## src/rxq_dummy_unused.sv

```systemverilog
`timescale 1ns/1ps

```

## src/rxq_pkg.sv

```systemverilog
package rxq_pkg;
   // fifo
   localparam int FIFO_DEPTH = 64;
   localparam int CNT_W = 7;
   localparam logic [CNT_W-1:0] FIFO_FULL = 7'h40;
   localparam logic [CNT_W-1:0] CNT_ONE = 7'h01;
   localparam logic [3:0] STB_CNT_MAX = 4'hF;
   // pin function codes
   localparam logic [5:0] PIN_FIFO_THR = 6'h00;
   localparam logic [5:0] PIN_FIFO_EOP = 6'h01;
   localparam logic [5:0] PIN_SYNC_PKT = 6'h06;
   localparam logic [5:0] PIN_CS = 6'h0E;
   // sync qualifier modes, bit 2 adds carrier sense
   localparam logic [1:0] SYNC_NONE = 2'h0;
   localparam logic [1:0] SYNC_15_16 = 2'h1;
   localparam logic [1:0] SYNC_16_16 = 2'h2;
   localparam logic [1:0] SYNC_30_32 = 2'h3;
   localparam int SYNC_CS_BIT = 2;
   localparam logic [5:0] ERR_NONE = 6'h00;
   localparam logic [5:0] ERR_16 = 6'h01;
   localparam logic [5:0] ERR_32 = 6'h02;
   // modulation formats
   localparam logic [2:0] MOD_OOK = 3'h3;
   localparam logic [2:0] MOD_4FSK = 3'h4;
   // discriminator levels and four-level symbols
   localparam logic [1:0] LVL_NEG_FULL = 2'h0;
   localparam logic [1:0] LVL_NEG_THIRD = 2'h1;
   localparam logic [1:0] LVL_POS_THIRD = 2'h2;
   localparam logic [1:0] SYM_NEG_FULL = 2'h1;
   localparam logic [1:0] SYM_NEG_THIRD = 2'h0;
   localparam logic [1:0] SYM_POS_THIRD = 2'h2;
   localparam logic [1:0] SYM_POS_FULL = 2'h3;
   // deviation, units of fxosc / 2^DEV_FRAC_BITS
   localparam int DEV_FRAC_BITS = 17;
   localparam logic [10:0] DEV_MANT_BASE = 11'h008;
   localparam logic [10:0] DEV_ZERO = 11'h000;
   // signal strength, half-dB steps
   localparam logic [19:0] RSSI_DIV = 20'h00008;
   localparam logic [19:0] RSSI_CNT_ONE = 20'h00001;
   localparam logic [7:0] CS_HYST = 8'h02;
   localparam logic [7:0] REL_6DB = 8'h0C;
   localparam logic [7:0] REL_10DB = 8'h14;
   localparam logic [7:0] REL_14DB = 8'h1C;
   // byte assembly
   localparam logic [3:0] BYTE_BITS = 4'h8;
   localparam logic [3:0] BITS_ONE = 4'h1;
   localparam logic [3:0] BITS_TWO = 4'h2;
   localparam logic [7:0] LEN_ONE = 8'h01;
   localparam int CRC_OK_BIT = 7;
   // packet status and byte count bit positions
   localparam int PST_PIN0 = 0;
   localparam int PST_PIN2 = 2;
   localparam int PST_SYNC = 3;
   localparam int PST_CS = 6;
   localparam int PST_CRC = 7;
   localparam int OVF_BIT = 7;
   typedef enum logic [2:0] {
      RXQ_IDLE, RXQ_SEARCH, RXQ_PAYLOAD, RXQ_APP1, RXQ_APP2
   } rxq_state_t;
endpackage : rxq_pkg

```

## src/rxq_top.sv

```systemverilog
`timescale 1ns/1ps
module rxq_top (
   // clock and control
   input wire logic core_clk,
   input wire logic rst,
   input wire logic clk_en,
   input wire logic rx_on,
   // link pins, asynchronous
   input wire logic link_clk,
   input wire logic [1:0] link_level,
   // configuration
   input wire logic [5:0] pin_function_code_two,
   input wire logic [5:0] pin_function_code_zero,
   input wire logic [2:0] sync_mode,
   input wire logic [2:0] mod_format,
   input wire logic manchester_en,
   input wire logic [15:0] sync_word,
   input wire logic [2:0] dev_mantissa,
   input wire logic [2:0] dev_exponent,
   input wire logic [1:0] filter_length,
   input wire logic [7:0] chan_half_cycles,
   input wire logic [7:0] cs_abs_thr,
   input wire logic [1:0] cs_rel_thr,
   input wire logic [6:0] fifo_thr,
   input wire logic [7:0] pkt_len,
   input wire logic enable_a,
   // strength estimator and crc checker
   input wire logic [7:0] rssi_in,
   input wire logic crc_ok_in,
   // host fifo read
   input wire logic fifo_rd,
   // outputs
   output logic [7:0] rd_data_r,
   output logic general_output_two_r,
   output logic general_output_zero_r,
   output logic [7:0] packet_status_reg_r,
   output logic [7:0] receive_byte_count_reg_r,
   output logic [7:0] status_byte_r,
   output logic [7:0] rssi_r,
   output logic carrier_sense_r,
   output logic [10:0] expected_dev_r,
   output logic [1:0] demod_sym_r
);
   logic [7:0] mem [rxq_pkg::FIFO_DEPTH];
   logic ck_s1_r, ck_s2_r, ck_s3_r;
   logic [1:0] lv_s1_r, lv_s2_r;
   rxq_pkg::rxq_state_t st_r, st_nxt;
   logic [31:0] sync_sh_r, sync_sh_nxt;
   logic [7:0] byte_sh_r, byte_sh_nxt;
   logic [3:0] bit_cnt_r, bit_cnt_nxt;
   logic [7:0] len_cnt_r, len_cnt_nxt;
   logic man_ph_r, man_ph_nxt;
   logic [5:0] wp_r, wp_nxt, rp_r, rp_nxt;
   logic [6:0] cnt_r, cnt_nxt;
   logic ovf_r, ovf_nxt, in_pkt_r, in_pkt_nxt, eop_r, eop_nxt;
   logic rx_d_r, rx_d_nxt;
   logic [19:0] rs_cnt_r, rs_cnt_nxt;
   logic [7:0] rssi_nxt, pkt_rssi_r, pkt_rssi_nxt, prev_r, prev_nxt;
   logic abs_r, abs_nxt, rel_r, rel_nxt, cs_nxt, frz_r, frz_nxt;
   logic [7:0] rd_nxt, pst_nxt, rbc_nxt, stb_nxt;
   logic [1:0] pin_nxt, sym_nxt;
   logic [5:0] pin_code [2];
   logic [10:0] dev_nxt;
   logic wr_en;
   logic [7:0] wr_data;

   function automatic logic [5:0] errs(input logic [31:0] x);
      logic [5:0] n;
      n = rxq_pkg::ERR_NONE;
      for (int i = 0; i < 32; i++) begin
         n = n + 6'(x[i]);
      end
      return n;
   endfunction : errs

   function automatic logic [1:0] map4(input logic [1:0] lv);
      case (lv)
         rxq_pkg::LVL_NEG_FULL: map4 = rxq_pkg::SYM_NEG_FULL;
         rxq_pkg::LVL_NEG_THIRD: map4 = rxq_pkg::SYM_NEG_THIRD;
         rxq_pkg::LVL_POS_THIRD: map4 = rxq_pkg::SYM_POS_THIRD;
         default: map4 = rxq_pkg::SYM_POS_FULL;
      endcase
   endfunction : map4

   // link pins pass two flops; third flop only feeds the edge detect
   always_ff @(posedge core_clk) begin
      if (rst) begin
         ck_s1_r <= 1'b0;
         ck_s2_r <= 1'b0;
         ck_s3_r <= 1'b0;
         lv_s1_r <= 2'h0;
         lv_s2_r <= 2'h0;
      end else if (clk_en) begin
         ck_s1_r <= link_clk;
         ck_s2_r <= ck_s1_r;
         ck_s3_r <= ck_s2_r;
         lv_s1_r <= link_level;
         lv_s2_r <= lv_s1_r;
      end
   end

   assign pin_code[0] = pin_function_code_zero;
   assign pin_code[1] = pin_function_code_two;

   always_comb begin
      logic sym_evt, fsk4, lvl2, byte_done, srch_ok, rs_stb;
      logic [1:0] md;
      logic [5:0] e16, e32;
      logic [31:0] sh;
      logic [7:0] step, rthr;
      logic [19:0] rs_per;
      logic [6:0] cnt_w;
      sym_evt = ck_s2_r & ~ck_s3_r;
      fsk4 = (mod_format == rxq_pkg::MOD_4FSK);
      lvl2 = lv_s2_r[1];
      md = sync_mode[1:0];
      sh = {sync_sh_r[30:0], lvl2};
      step = rssi_in - prev_r;
      st_nxt = st_r;
      sync_sh_nxt = sync_sh_r;
      byte_sh_nxt = byte_sh_r;
      bit_cnt_nxt = bit_cnt_r;
      len_cnt_nxt = len_cnt_r;
      man_ph_nxt = man_ph_r;
      in_pkt_nxt = in_pkt_r;
      eop_nxt = eop_r;
      sym_nxt = demod_sym_r;
      wr_en = 1'b0;
      wr_data = byte_sh_r;
      byte_done = 1'b0;
      rx_d_nxt = rx_on;
      // carrier sense
      rs_per = (20'(chan_half_cycles) * rxq_pkg::RSSI_DIV) << filter_length;
      rs_stb = (rs_cnt_r >= rs_per - rxq_pkg::RSSI_CNT_ONE);
      rs_cnt_nxt = (rs_stb || !rx_on) ? 20'h00000
                 : rs_cnt_r + rxq_pkg::RSSI_CNT_ONE;
      rssi_nxt = rssi_r;
      frz_nxt = frz_r;
      pkt_rssi_nxt = pkt_rssi_r;
      prev_nxt = prev_r;
      abs_nxt = abs_r;
      rel_nxt = rel_r;
      case (cs_rel_thr)
         2'h1: rthr = rxq_pkg::REL_6DB;
         2'h2: rthr = rxq_pkg::REL_10DB;
         default: rthr = rxq_pkg::REL_14DB;
      endcase
      if (rx_on && rs_stb) begin
         // frozen reading held from sync until the next receive entry; packet copy keeps moving
         if (!frz_r) begin
            rssi_nxt = rssi_in;
         end
         pkt_rssi_nxt = rssi_in;
         prev_nxt = rssi_in;
         if ($signed(rssi_in) > $signed(cs_abs_thr)) begin
            abs_nxt = 1'b1;
         end else if ($signed(rssi_in) <
                      $signed(cs_abs_thr - rxq_pkg::CS_HYST)) begin
            abs_nxt = 1'b0;
         end
         if (!step[7] && step >= rthr) begin
            rel_nxt = 1'b1;
         end else if (step[7] && (prev_r - rssi_in) >= rthr) begin
            rel_nxt = 1'b0;
         end
      end
      if (cs_rel_thr == 2'h0) begin
         rel_nxt = 1'b0;
      end
      cs_nxt = abs_nxt | rel_nxt;
      e16 = errs({16'h0000, sh[15:0] ^ sync_word});
      e32 = errs(sh ^ {sync_word, sync_word});
      case (md)
         rxq_pkg::SYNC_NONE: srch_ok = 1'b1;
         rxq_pkg::SYNC_15_16: srch_ok = (e16 <= rxq_pkg::ERR_16);
         rxq_pkg::SYNC_16_16: srch_ok = (e16 == rxq_pkg::ERR_NONE);
         default: srch_ok = (e32 <= rxq_pkg::ERR_32);
      endcase
      // qualified search only while carrier is sensed
      if (sync_mode[rxq_pkg::SYNC_CS_BIT] && !carrier_sense_r) begin
         srch_ok = 1'b0;
      end
      case (st_r)
         rxq_pkg::RXQ_IDLE: begin
            if (rx_on) begin
               st_nxt = rxq_pkg::RXQ_SEARCH;
            end
         end
         rxq_pkg::RXQ_SEARCH: begin
            if (sym_evt) begin
               // sync always taken as two-level, even for four-level
               sync_sh_nxt = sh;
               sym_nxt = {1'b0, lvl2};
            end
            if (srch_ok && (md == rxq_pkg::SYNC_NONE || sym_evt)) begin
               st_nxt = rxq_pkg::RXQ_PAYLOAD;
               in_pkt_nxt = 1'b1;
               frz_nxt = (md != rxq_pkg::SYNC_NONE);
               eop_nxt = 1'b0;
               bit_cnt_nxt = 4'h0;
               len_cnt_nxt = 8'h00;
               man_ph_nxt = 1'b0;
               sync_sh_nxt = 32'h00000000;
            end
         end
         rxq_pkg::RXQ_PAYLOAD: begin
            if (sym_evt) begin
               if (fsk4) begin
                  sym_nxt = map4(lv_s2_r);
                  byte_sh_nxt = {byte_sh_r[5:0], sym_nxt};
                  bit_cnt_nxt = bit_cnt_r + rxq_pkg::BITS_TWO;
               end else if (manchester_en) begin
                  // decoded bit is the first half of each chip pair
                  man_ph_nxt = ~man_ph_r;
                  if (!man_ph_r) begin
                     sym_nxt = {1'b0, lvl2};
                     byte_sh_nxt = {byte_sh_r[6:0], lvl2};
                     bit_cnt_nxt = bit_cnt_r + rxq_pkg::BITS_ONE;
                  end
               end else begin
                  sym_nxt = {1'b0, lvl2};
                  byte_sh_nxt = {byte_sh_r[6:0], lvl2};
                  bit_cnt_nxt = bit_cnt_r + rxq_pkg::BITS_ONE;
               end
               byte_done = (bit_cnt_nxt == rxq_pkg::BYTE_BITS);
            end
            if (byte_done) begin
               wr_en = 1'b1;
               wr_data = byte_sh_nxt;
               bit_cnt_nxt = 4'h0;
               len_cnt_nxt = len_cnt_r + rxq_pkg::LEN_ONE;
               if (len_cnt_nxt == pkt_len) begin
                  st_nxt = enable_a ? rxq_pkg::RXQ_APP1
                         : rxq_pkg::RXQ_SEARCH;
                  in_pkt_nxt = enable_a;
                  eop_nxt = ~enable_a;
               end
            end
         end
         rxq_pkg::RXQ_APP1: begin
            wr_en = 1'b1;
            wr_data = pkt_rssi_r;
            st_nxt = rxq_pkg::RXQ_APP2;
         end
         rxq_pkg::RXQ_APP2: begin
            wr_en = 1'b1;
            wr_data = 8'h00;
            wr_data[rxq_pkg::CRC_OK_BIT] = crc_ok_in;
            st_nxt = rxq_pkg::RXQ_SEARCH;
            in_pkt_nxt = 1'b0;
            eop_nxt = 1'b1;
         end
         default: st_nxt = rxq_pkg::RXQ_IDLE;
      endcase
      if (!rx_on) begin
         st_nxt = rxq_pkg::RXQ_IDLE;
         in_pkt_nxt = 1'b0;
      end
      // fresh receive entry releases the held strength reading
      if (rx_on && !rx_d_r) begin
         in_pkt_nxt = 1'b0;
         frz_nxt = 1'b0;
         eop_nxt = 1'b0;
      end
      // fifo: a byte arriving when full is dropped and flagged
      ovf_nxt = ovf_r | (wr_en && cnt_r == rxq_pkg::FIFO_FULL);
      if (rx_on && !rx_d_r) begin
         ovf_nxt = 1'b0;
      end
      wp_nxt = wp_r;
      rp_nxt = rp_r;
      rd_nxt = rd_data_r;
      cnt_w = cnt_r;
      if (wr_en && cnt_r != rxq_pkg::FIFO_FULL) begin
         wp_nxt = wp_r + 6'h01;
         cnt_w = cnt_w + rxq_pkg::CNT_ONE;
      end
      if (fifo_rd && cnt_r != 7'h00) begin
         rd_nxt = mem[rp_r];
         rp_nxt = rp_r + 6'h01;
         cnt_w = cnt_w - rxq_pkg::CNT_ONE;
      end
      cnt_nxt = cnt_w;
      if (cnt_nxt == 7'h00) begin
         eop_nxt = 1'b0;
      end
      // general output pins, one per code slot
      for (int p = 0; p < 2; p++) begin
         case (pin_code[p])
            rxq_pkg::PIN_FIFO_THR: pin_nxt[p] = (cnt_nxt >= fifo_thr);
            rxq_pkg::PIN_FIFO_EOP: pin_nxt[p] =
               (cnt_nxt >= fifo_thr) | eop_nxt;
            rxq_pkg::PIN_SYNC_PKT: pin_nxt[p] = in_pkt_nxt;
            rxq_pkg::PIN_CS: pin_nxt[p] = cs_nxt;
            default: pin_nxt[p] = 1'b0;
         endcase
      end
      pst_nxt = 8'h00;
      pst_nxt[rxq_pkg::PST_PIN0] = pin_nxt[0];
      pst_nxt[rxq_pkg::PST_PIN2] = pin_nxt[1];
      pst_nxt[rxq_pkg::PST_SYNC] = in_pkt_nxt;
      pst_nxt[rxq_pkg::PST_CS] = cs_nxt;
      pst_nxt[rxq_pkg::PST_CRC] = crc_ok_in;
      rbc_nxt = {1'b0, cnt_nxt};
      rbc_nxt[rxq_pkg::OVF_BIT] = ovf_nxt;
      // status byte count saturates at fifteen
      stb_nxt = {1'b0, 3'(st_nxt),
         (cnt_nxt > 7'(rxq_pkg::STB_CNT_MAX)) ? rxq_pkg::STB_CNT_MAX
                                              : cnt_nxt[3:0]};
      // on-off keying: deviation not applied to the demodulator
      if (mod_format == rxq_pkg::MOD_OOK) begin
         dev_nxt = rxq_pkg::DEV_ZERO;
      end else begin
         dev_nxt = (rxq_pkg::DEV_MANT_BASE + 11'(dev_mantissa))
                   << dev_exponent;
      end
   end

   always_ff @(posedge core_clk) begin
      if (clk_en && wr_en && cnt_r != rxq_pkg::FIFO_FULL) begin
         mem[wp_r] <= wr_data;
      end
   end

   always_ff @(posedge core_clk) begin
      if (rst) begin
         st_r <= rxq_pkg::RXQ_IDLE;
         sync_sh_r <= 32'h00000000;
         byte_sh_r <= 8'h00;
         bit_cnt_r <= 4'h0;
         len_cnt_r <= 8'h00;
         man_ph_r <= 1'b0;
         wp_r <= 6'h00;
         rp_r <= 6'h00;
         cnt_r <= 7'h00;
         ovf_r <= 1'b0;
         in_pkt_r <= 1'b0;
         eop_r <= 1'b0;
         rx_d_r <= 1'b0;
         rs_cnt_r <= 20'h00000;
         rssi_r <= 8'h80;
         pkt_rssi_r <= 8'h80;
         prev_r <= 8'h80;
         abs_r <= 1'b0;
         rel_r <= 1'b0;
         frz_r <= 1'b0;
         carrier_sense_r <= 1'b0;
         rd_data_r <= 8'h00;
         general_output_zero_r <= 1'b0;
         general_output_two_r <= 1'b0;
         packet_status_reg_r <= 8'h00;
         receive_byte_count_reg_r <= 8'h00;
         status_byte_r <= 8'h00;
         expected_dev_r <= 11'h000;
         demod_sym_r <= 2'h0;
      end else if (clk_en) begin
         st_r <= st_nxt;
         sync_sh_r <= sync_sh_nxt;
         byte_sh_r <= byte_sh_nxt;
         bit_cnt_r <= bit_cnt_nxt;
         len_cnt_r <= len_cnt_nxt;
         man_ph_r <= man_ph_nxt;
         wp_r <= wp_nxt;
         rp_r <= rp_nxt;
         cnt_r <= cnt_nxt;
         ovf_r <= ovf_nxt;
         in_pkt_r <= in_pkt_nxt;
         eop_r <= eop_nxt;
         rx_d_r <= rx_d_nxt;
         rs_cnt_r <= rs_cnt_nxt;
         rssi_r <= rssi_nxt;
         pkt_rssi_r <= pkt_rssi_nxt;
         prev_r <= prev_nxt;
         abs_r <= abs_nxt;
         rel_r <= rel_nxt;
         frz_r <= frz_nxt;
         carrier_sense_r <= cs_nxt;
         rd_data_r <= rd_nxt;
         general_output_zero_r <= pin_nxt[0];
         general_output_two_r <= pin_nxt[1];
         packet_status_reg_r <= pst_nxt;
         receive_byte_count_reg_r <= rbc_nxt;
         status_byte_r <= stb_nxt;
         expected_dev_r <= dev_nxt;
         demod_sym_r <= sym_nxt;
      end
   end
endmodule : rxq_top

```

## config.mk

```make
export PLATFORM = sky130hd
export DESIGN_NAME = rxq_top
export DESIGN_NICKNAME = d
export VERILOG_FILES = /design/src/rxq_dummy_unused.sv /design/src/rxq_pkg.sv /design/src/rxq_top.sv
export SDC_FILE = /design/constraint.sdc
export NUM_CORES = 1
export LEC_CHECK = 0
export ABC_AREA = 1
export BUFFER_PORTS_ARGS = -buffer_cell sky130_fd_sc_hd__clkbuf_2
export CAP_MARGIN = 20
export CORE_ASPECT_RATIO = 2
export CORE_MARGIN = 2
export CORE_UTILIZATION = 35
export DETAILED_ROUTE_END_ITERATION = 6
export PLACE_DENSITY = 0.47
export SLEW_MARGIN = 30
export SYNTH_ARGS = -nofsm -noshare
export SYNTH_HDL_FRONTEND = slang
export SYNTH_SLANG_ARGS = --single-unit
```

## constraint.sdc

```tcl
create_clock -name core_clk -period 9.89 [get_ports core_clk]
set_input_delay 1.978 -clock core_clk [delete_from_list [all_inputs] [get_ports core_clk]]
set_output_delay 1.978 -clock core_clk [all_outputs]
set_load 0.1 [all_outputs]
```

==> metrics.cfg <==
[outcome]
outcome = finished clean

[placed_design]
place_hpwl_microns = 61500
dp_slack_ns = 1.244
place_area_sq_mm = 0.03266
gp_congestion = 0.8568
io_buffer_count = 145
dp.cells = 4136

[grt]
grt_pass1_wl_microns = 139000
antenna_found_initial = 0
grt_overflow = 0
grtUsageTotal = 0.2050
grt_max_degree = 180
grt_pass1_vias = 22600

[clock_tree]
path_clk_slew_ns = 0.07
clock_sinks = 665
cts_resized = 0
cts_setup_buffers = 0
root_buffer = clkbuf_16
cts_hold_buf = 0
htreeDepth = 2
cts_made_buffers = 60
clock_insertion_delay_worst_skew_ns = 0.66
cts_tree = done
cts_buffer_depth = 3

[worst_setup_path]
cp_slowest_stage_delay_ns = 0.67
cp-end-kind = flip-flop
worst-r2r-setup-slack_ns = 2.76
cp_max_fo = 31
path_class = in -> reg
critPathSlowestCell = inv_1
critPathRequiredTime_ns = 10.45
critPathLaunch = sync_word[1]
rr_endpoint = sync_sh_r[28]
critPathArrivalTime_ns = 8.48
reg2reg_depth = 21
start_kind = input port
endpoint = sync_sh_r[28]
crit_chain = clkbuf_2, xnor2_1, fa_1, fa_1, fa_1, fa_1, fa_1, inv_1, fa_1, ha_1, inv_1, fa_1, a211o_1, a21oi_1, a31oi_1, o21ai_0, nand3_1, a21oi_1, nand2_1, inv_1, nand2_1, a21oi_1
path_common_cell = fa_1
r2r_start = lv_s2_r[1]

[timing]
slew_headroom = 0.2475
timing.final.crit_share = 0.8009
drv_slew = 0
rsz0062_at_grt = no
fmax_mhz = 126.3
finClkSkew_ns = 0.03467
period_minus_slack_ns = 7.921
worst_slack_ns = 1.969
tns_ns = 0
hold_viol = 0
worstMarginPinSlew_ns = 1.125
setup_viol = 0

[route]
drt_wl_total_microns = 92040
route.vias.total = 22240
drtAntennaViolNets = 0
via_per_inst = 5.234
first_pass_iters = 5
drc = 0
drt_iter0_markers = 1397
wl_per_cell_microns = 21.66

[power_and_ir_drop]
peakVddDrop_uv = 134.2
p_seq_frac = 0.468
powerDensity_mw_per_mm2 = 185.2
internal_power_mw = 4.636
p_switching_mw = 1.791
swShare = 0.2786
comb_power_share = 0.153
total_power_mw = 6.427
clock_power_share = 0.379
leakage_nw = 12.48

[die]
core-area_sq_mm = 0.08691
die_width_microns = 213.6
dieArea_sq_mm = 0.09036
ios = 150
fp-row-count = 153
die_h_microns = 423.1
initial_core_util = 0.3537

[synthesis]
synth_top_area_cell = edfxtp_1
synth_common_cells = edfxtp_1, nor2_1, o21ai_0
syn-cell-area_sq_mm = 0.03074
synth-seq-cells = 665
synth.top_cell.area_share = 0.5002
async_reset_ff_frac = 0
synth_edf_count = 512
seq_area_frac_synth = 0.5998
avgSynthCellArea_sq_um = 10.40
yosysWarningCount = 0
synth_most_common_cell = edfxtp_1
netlist_instances = 2957
yosys_most_used_dff = edfxtp_1
yosys-top-cells-area = edfxtp_1, dfxtp_1, o21ai_0, nor2_1, nand2_1
netlist-cell-type-count = 57

[finish]
fin_cells = 4249
final_area_sq_mm = 0.03470
finalNetCount = 3244
diodes = 0
nFillCells = 8529
multi_input_area_sq_mm = 0.01105
regArea_sq_mm = 0.01845
drive_gt1_frac = 0.1156
areaGrowthSynthToFinish_pct = 12.88

[hold_path]
holdCritPathClass = reg -> reg

[flow_run]
max_cap_violations = 0

power groups by stage:
stage          Sequential, mW  Clock, mW  Combinational (mW)
2_1_floorplan            3.14          0               0.627
3_3_place_gp             3.07          0               0.969
3_5_place_dp             3.07          0               0.995
4_1_cts                  3.01       2.50               0.999
5_1_grt                  3.01       2.59                1.11
6_report                 3.01       2.43               0.982
cells in the final DEF, fill, tap and decap left out, drive strengths merged, types with 3 or more instances in the layout:
| cell type | instances |
|---|---|
| edfxtp | 512 |
| nor2 | 439 |
| nand2 | 357 |
| o21ai | 345 |
| inv | 214 |
| clkbuf | 212 |
| dfxtp | 153 |
| a21oi | 149 |
| nand3 | 119 |
| o22ai | 83 |
| ha | 81 |
| o221ai | 58 |
| nand4 | 48 |
| xor2 | 41 |
| xnor2 | 38 |
| fa | 32 |
| o211ai | 26 |
| buf | 26 |
| clkinv | 23 |
| nor3 | 22 |
| a31oi | 13 |
| or2 | 13 |
| clkinvlp | 12 |
| a22oi | 10 |
| bufinv | 8 |
| o21a | 7 |
| a211oi | 6 |
| mux2i | 5 |
| nor3b | 5 |
| o21bai | 4 |
| conb | 4 |
| o31ai | 3 |
| a31o | 3 |
| nor4 | 3 |
registers in the layout, summed over array words and instances, names as in the netlist, 2 cells and up:
name and flops:
rd_data_r 8, lv_s2_r 2, bit_cnt_r 4, status_byte_r 4, st_r 3, rp_r 6, rs_cnt_r 20, receive_byte_count_reg_r 8
expected_dev_r 11, sync_sh_r 31, wp_r 6, prev_r 8, byte_sh_r 8, mem 512, packet_status_reg_r 5, lv_s1_r 2
len_cnt_r 8, demod_sym_r 2, rssi_r 8
metal layers:
layer | up-vias | wire [microns] | track usage
met5 | - | 0 | 0
met4 | 0 | 4870 | 0.1032
met3 | 185 | 3265 | 0.02173
met2 | 554 | 50750 | 0.3932
met1 | 10910 | 33150 | 0.2166
li1 | 10590 | - | -
worst min-delay path by stage:
| stage | from | end | cells after the start |
|---|---|---|---|
| floorplan | receive_byte_count_reg_r[7] | receive_byte_count_reg_r[7] | 2 |
| global placement | len_cnt_r[6] | len_cnt_r[6] | 2 |
| detailed placement | demod_sym_r[0] | demod_sym_r[0] | 2 |
| CTS | demod_sym_r[0] | demod_sym_r[0] | 2 |
| global route | expected_dev_r[2] | expected_dev_r[2] | 2 |
| finish | expected_dev_r[8] | expected_dev_r[8] | 2 |
area by class of cell:
cell class / instances / area share
sequential: 665 / 0.5316
clock buffer: 68 / 0.04414
clock inverter: 44 / 0.01399
tap: 1162 / 0.04190
timing repair buffer: 170 / 0.02679
inverter: 213 / 0.02319
multi-input combinational: 1927 / 0.3184
critical path, delay by kind of cell:
family                     cells  cell delay, ns
xor gates and xnor gates       1            0.21
adders and majority gates      8            3.71
buffers and inverters          4            0.91
AOI/OAI and AO/OA              6            1.24
and+or+nand+nor                3            0.41
through the flow:
step	util	hold slack, ns
detailed placement	0.3758	0.4594
CTS	0.3990	0.4706
global route	0.3993	0.4821
finish	0.3993	0.4690
global placement	0.3758	0.4542
floorplan	-	0.4380
cell families after synthesis:
group                    count (synthesis)  synth area share
AND/OR/NAND/NOR                       1010            0.1413
AO/OA/AOI/OAI                          716            0.1342
flip-flops                             665            0.5998
buffers and inverters                  368           0.04636
adder cells (fa/ha/maj)                113           0.05381
XOR/XNOR                                79           0.02275
multiplexers                             5          0.001628
other                                    1         0.0001220
No activity file was read; power rests on OpenSTA's default activity.
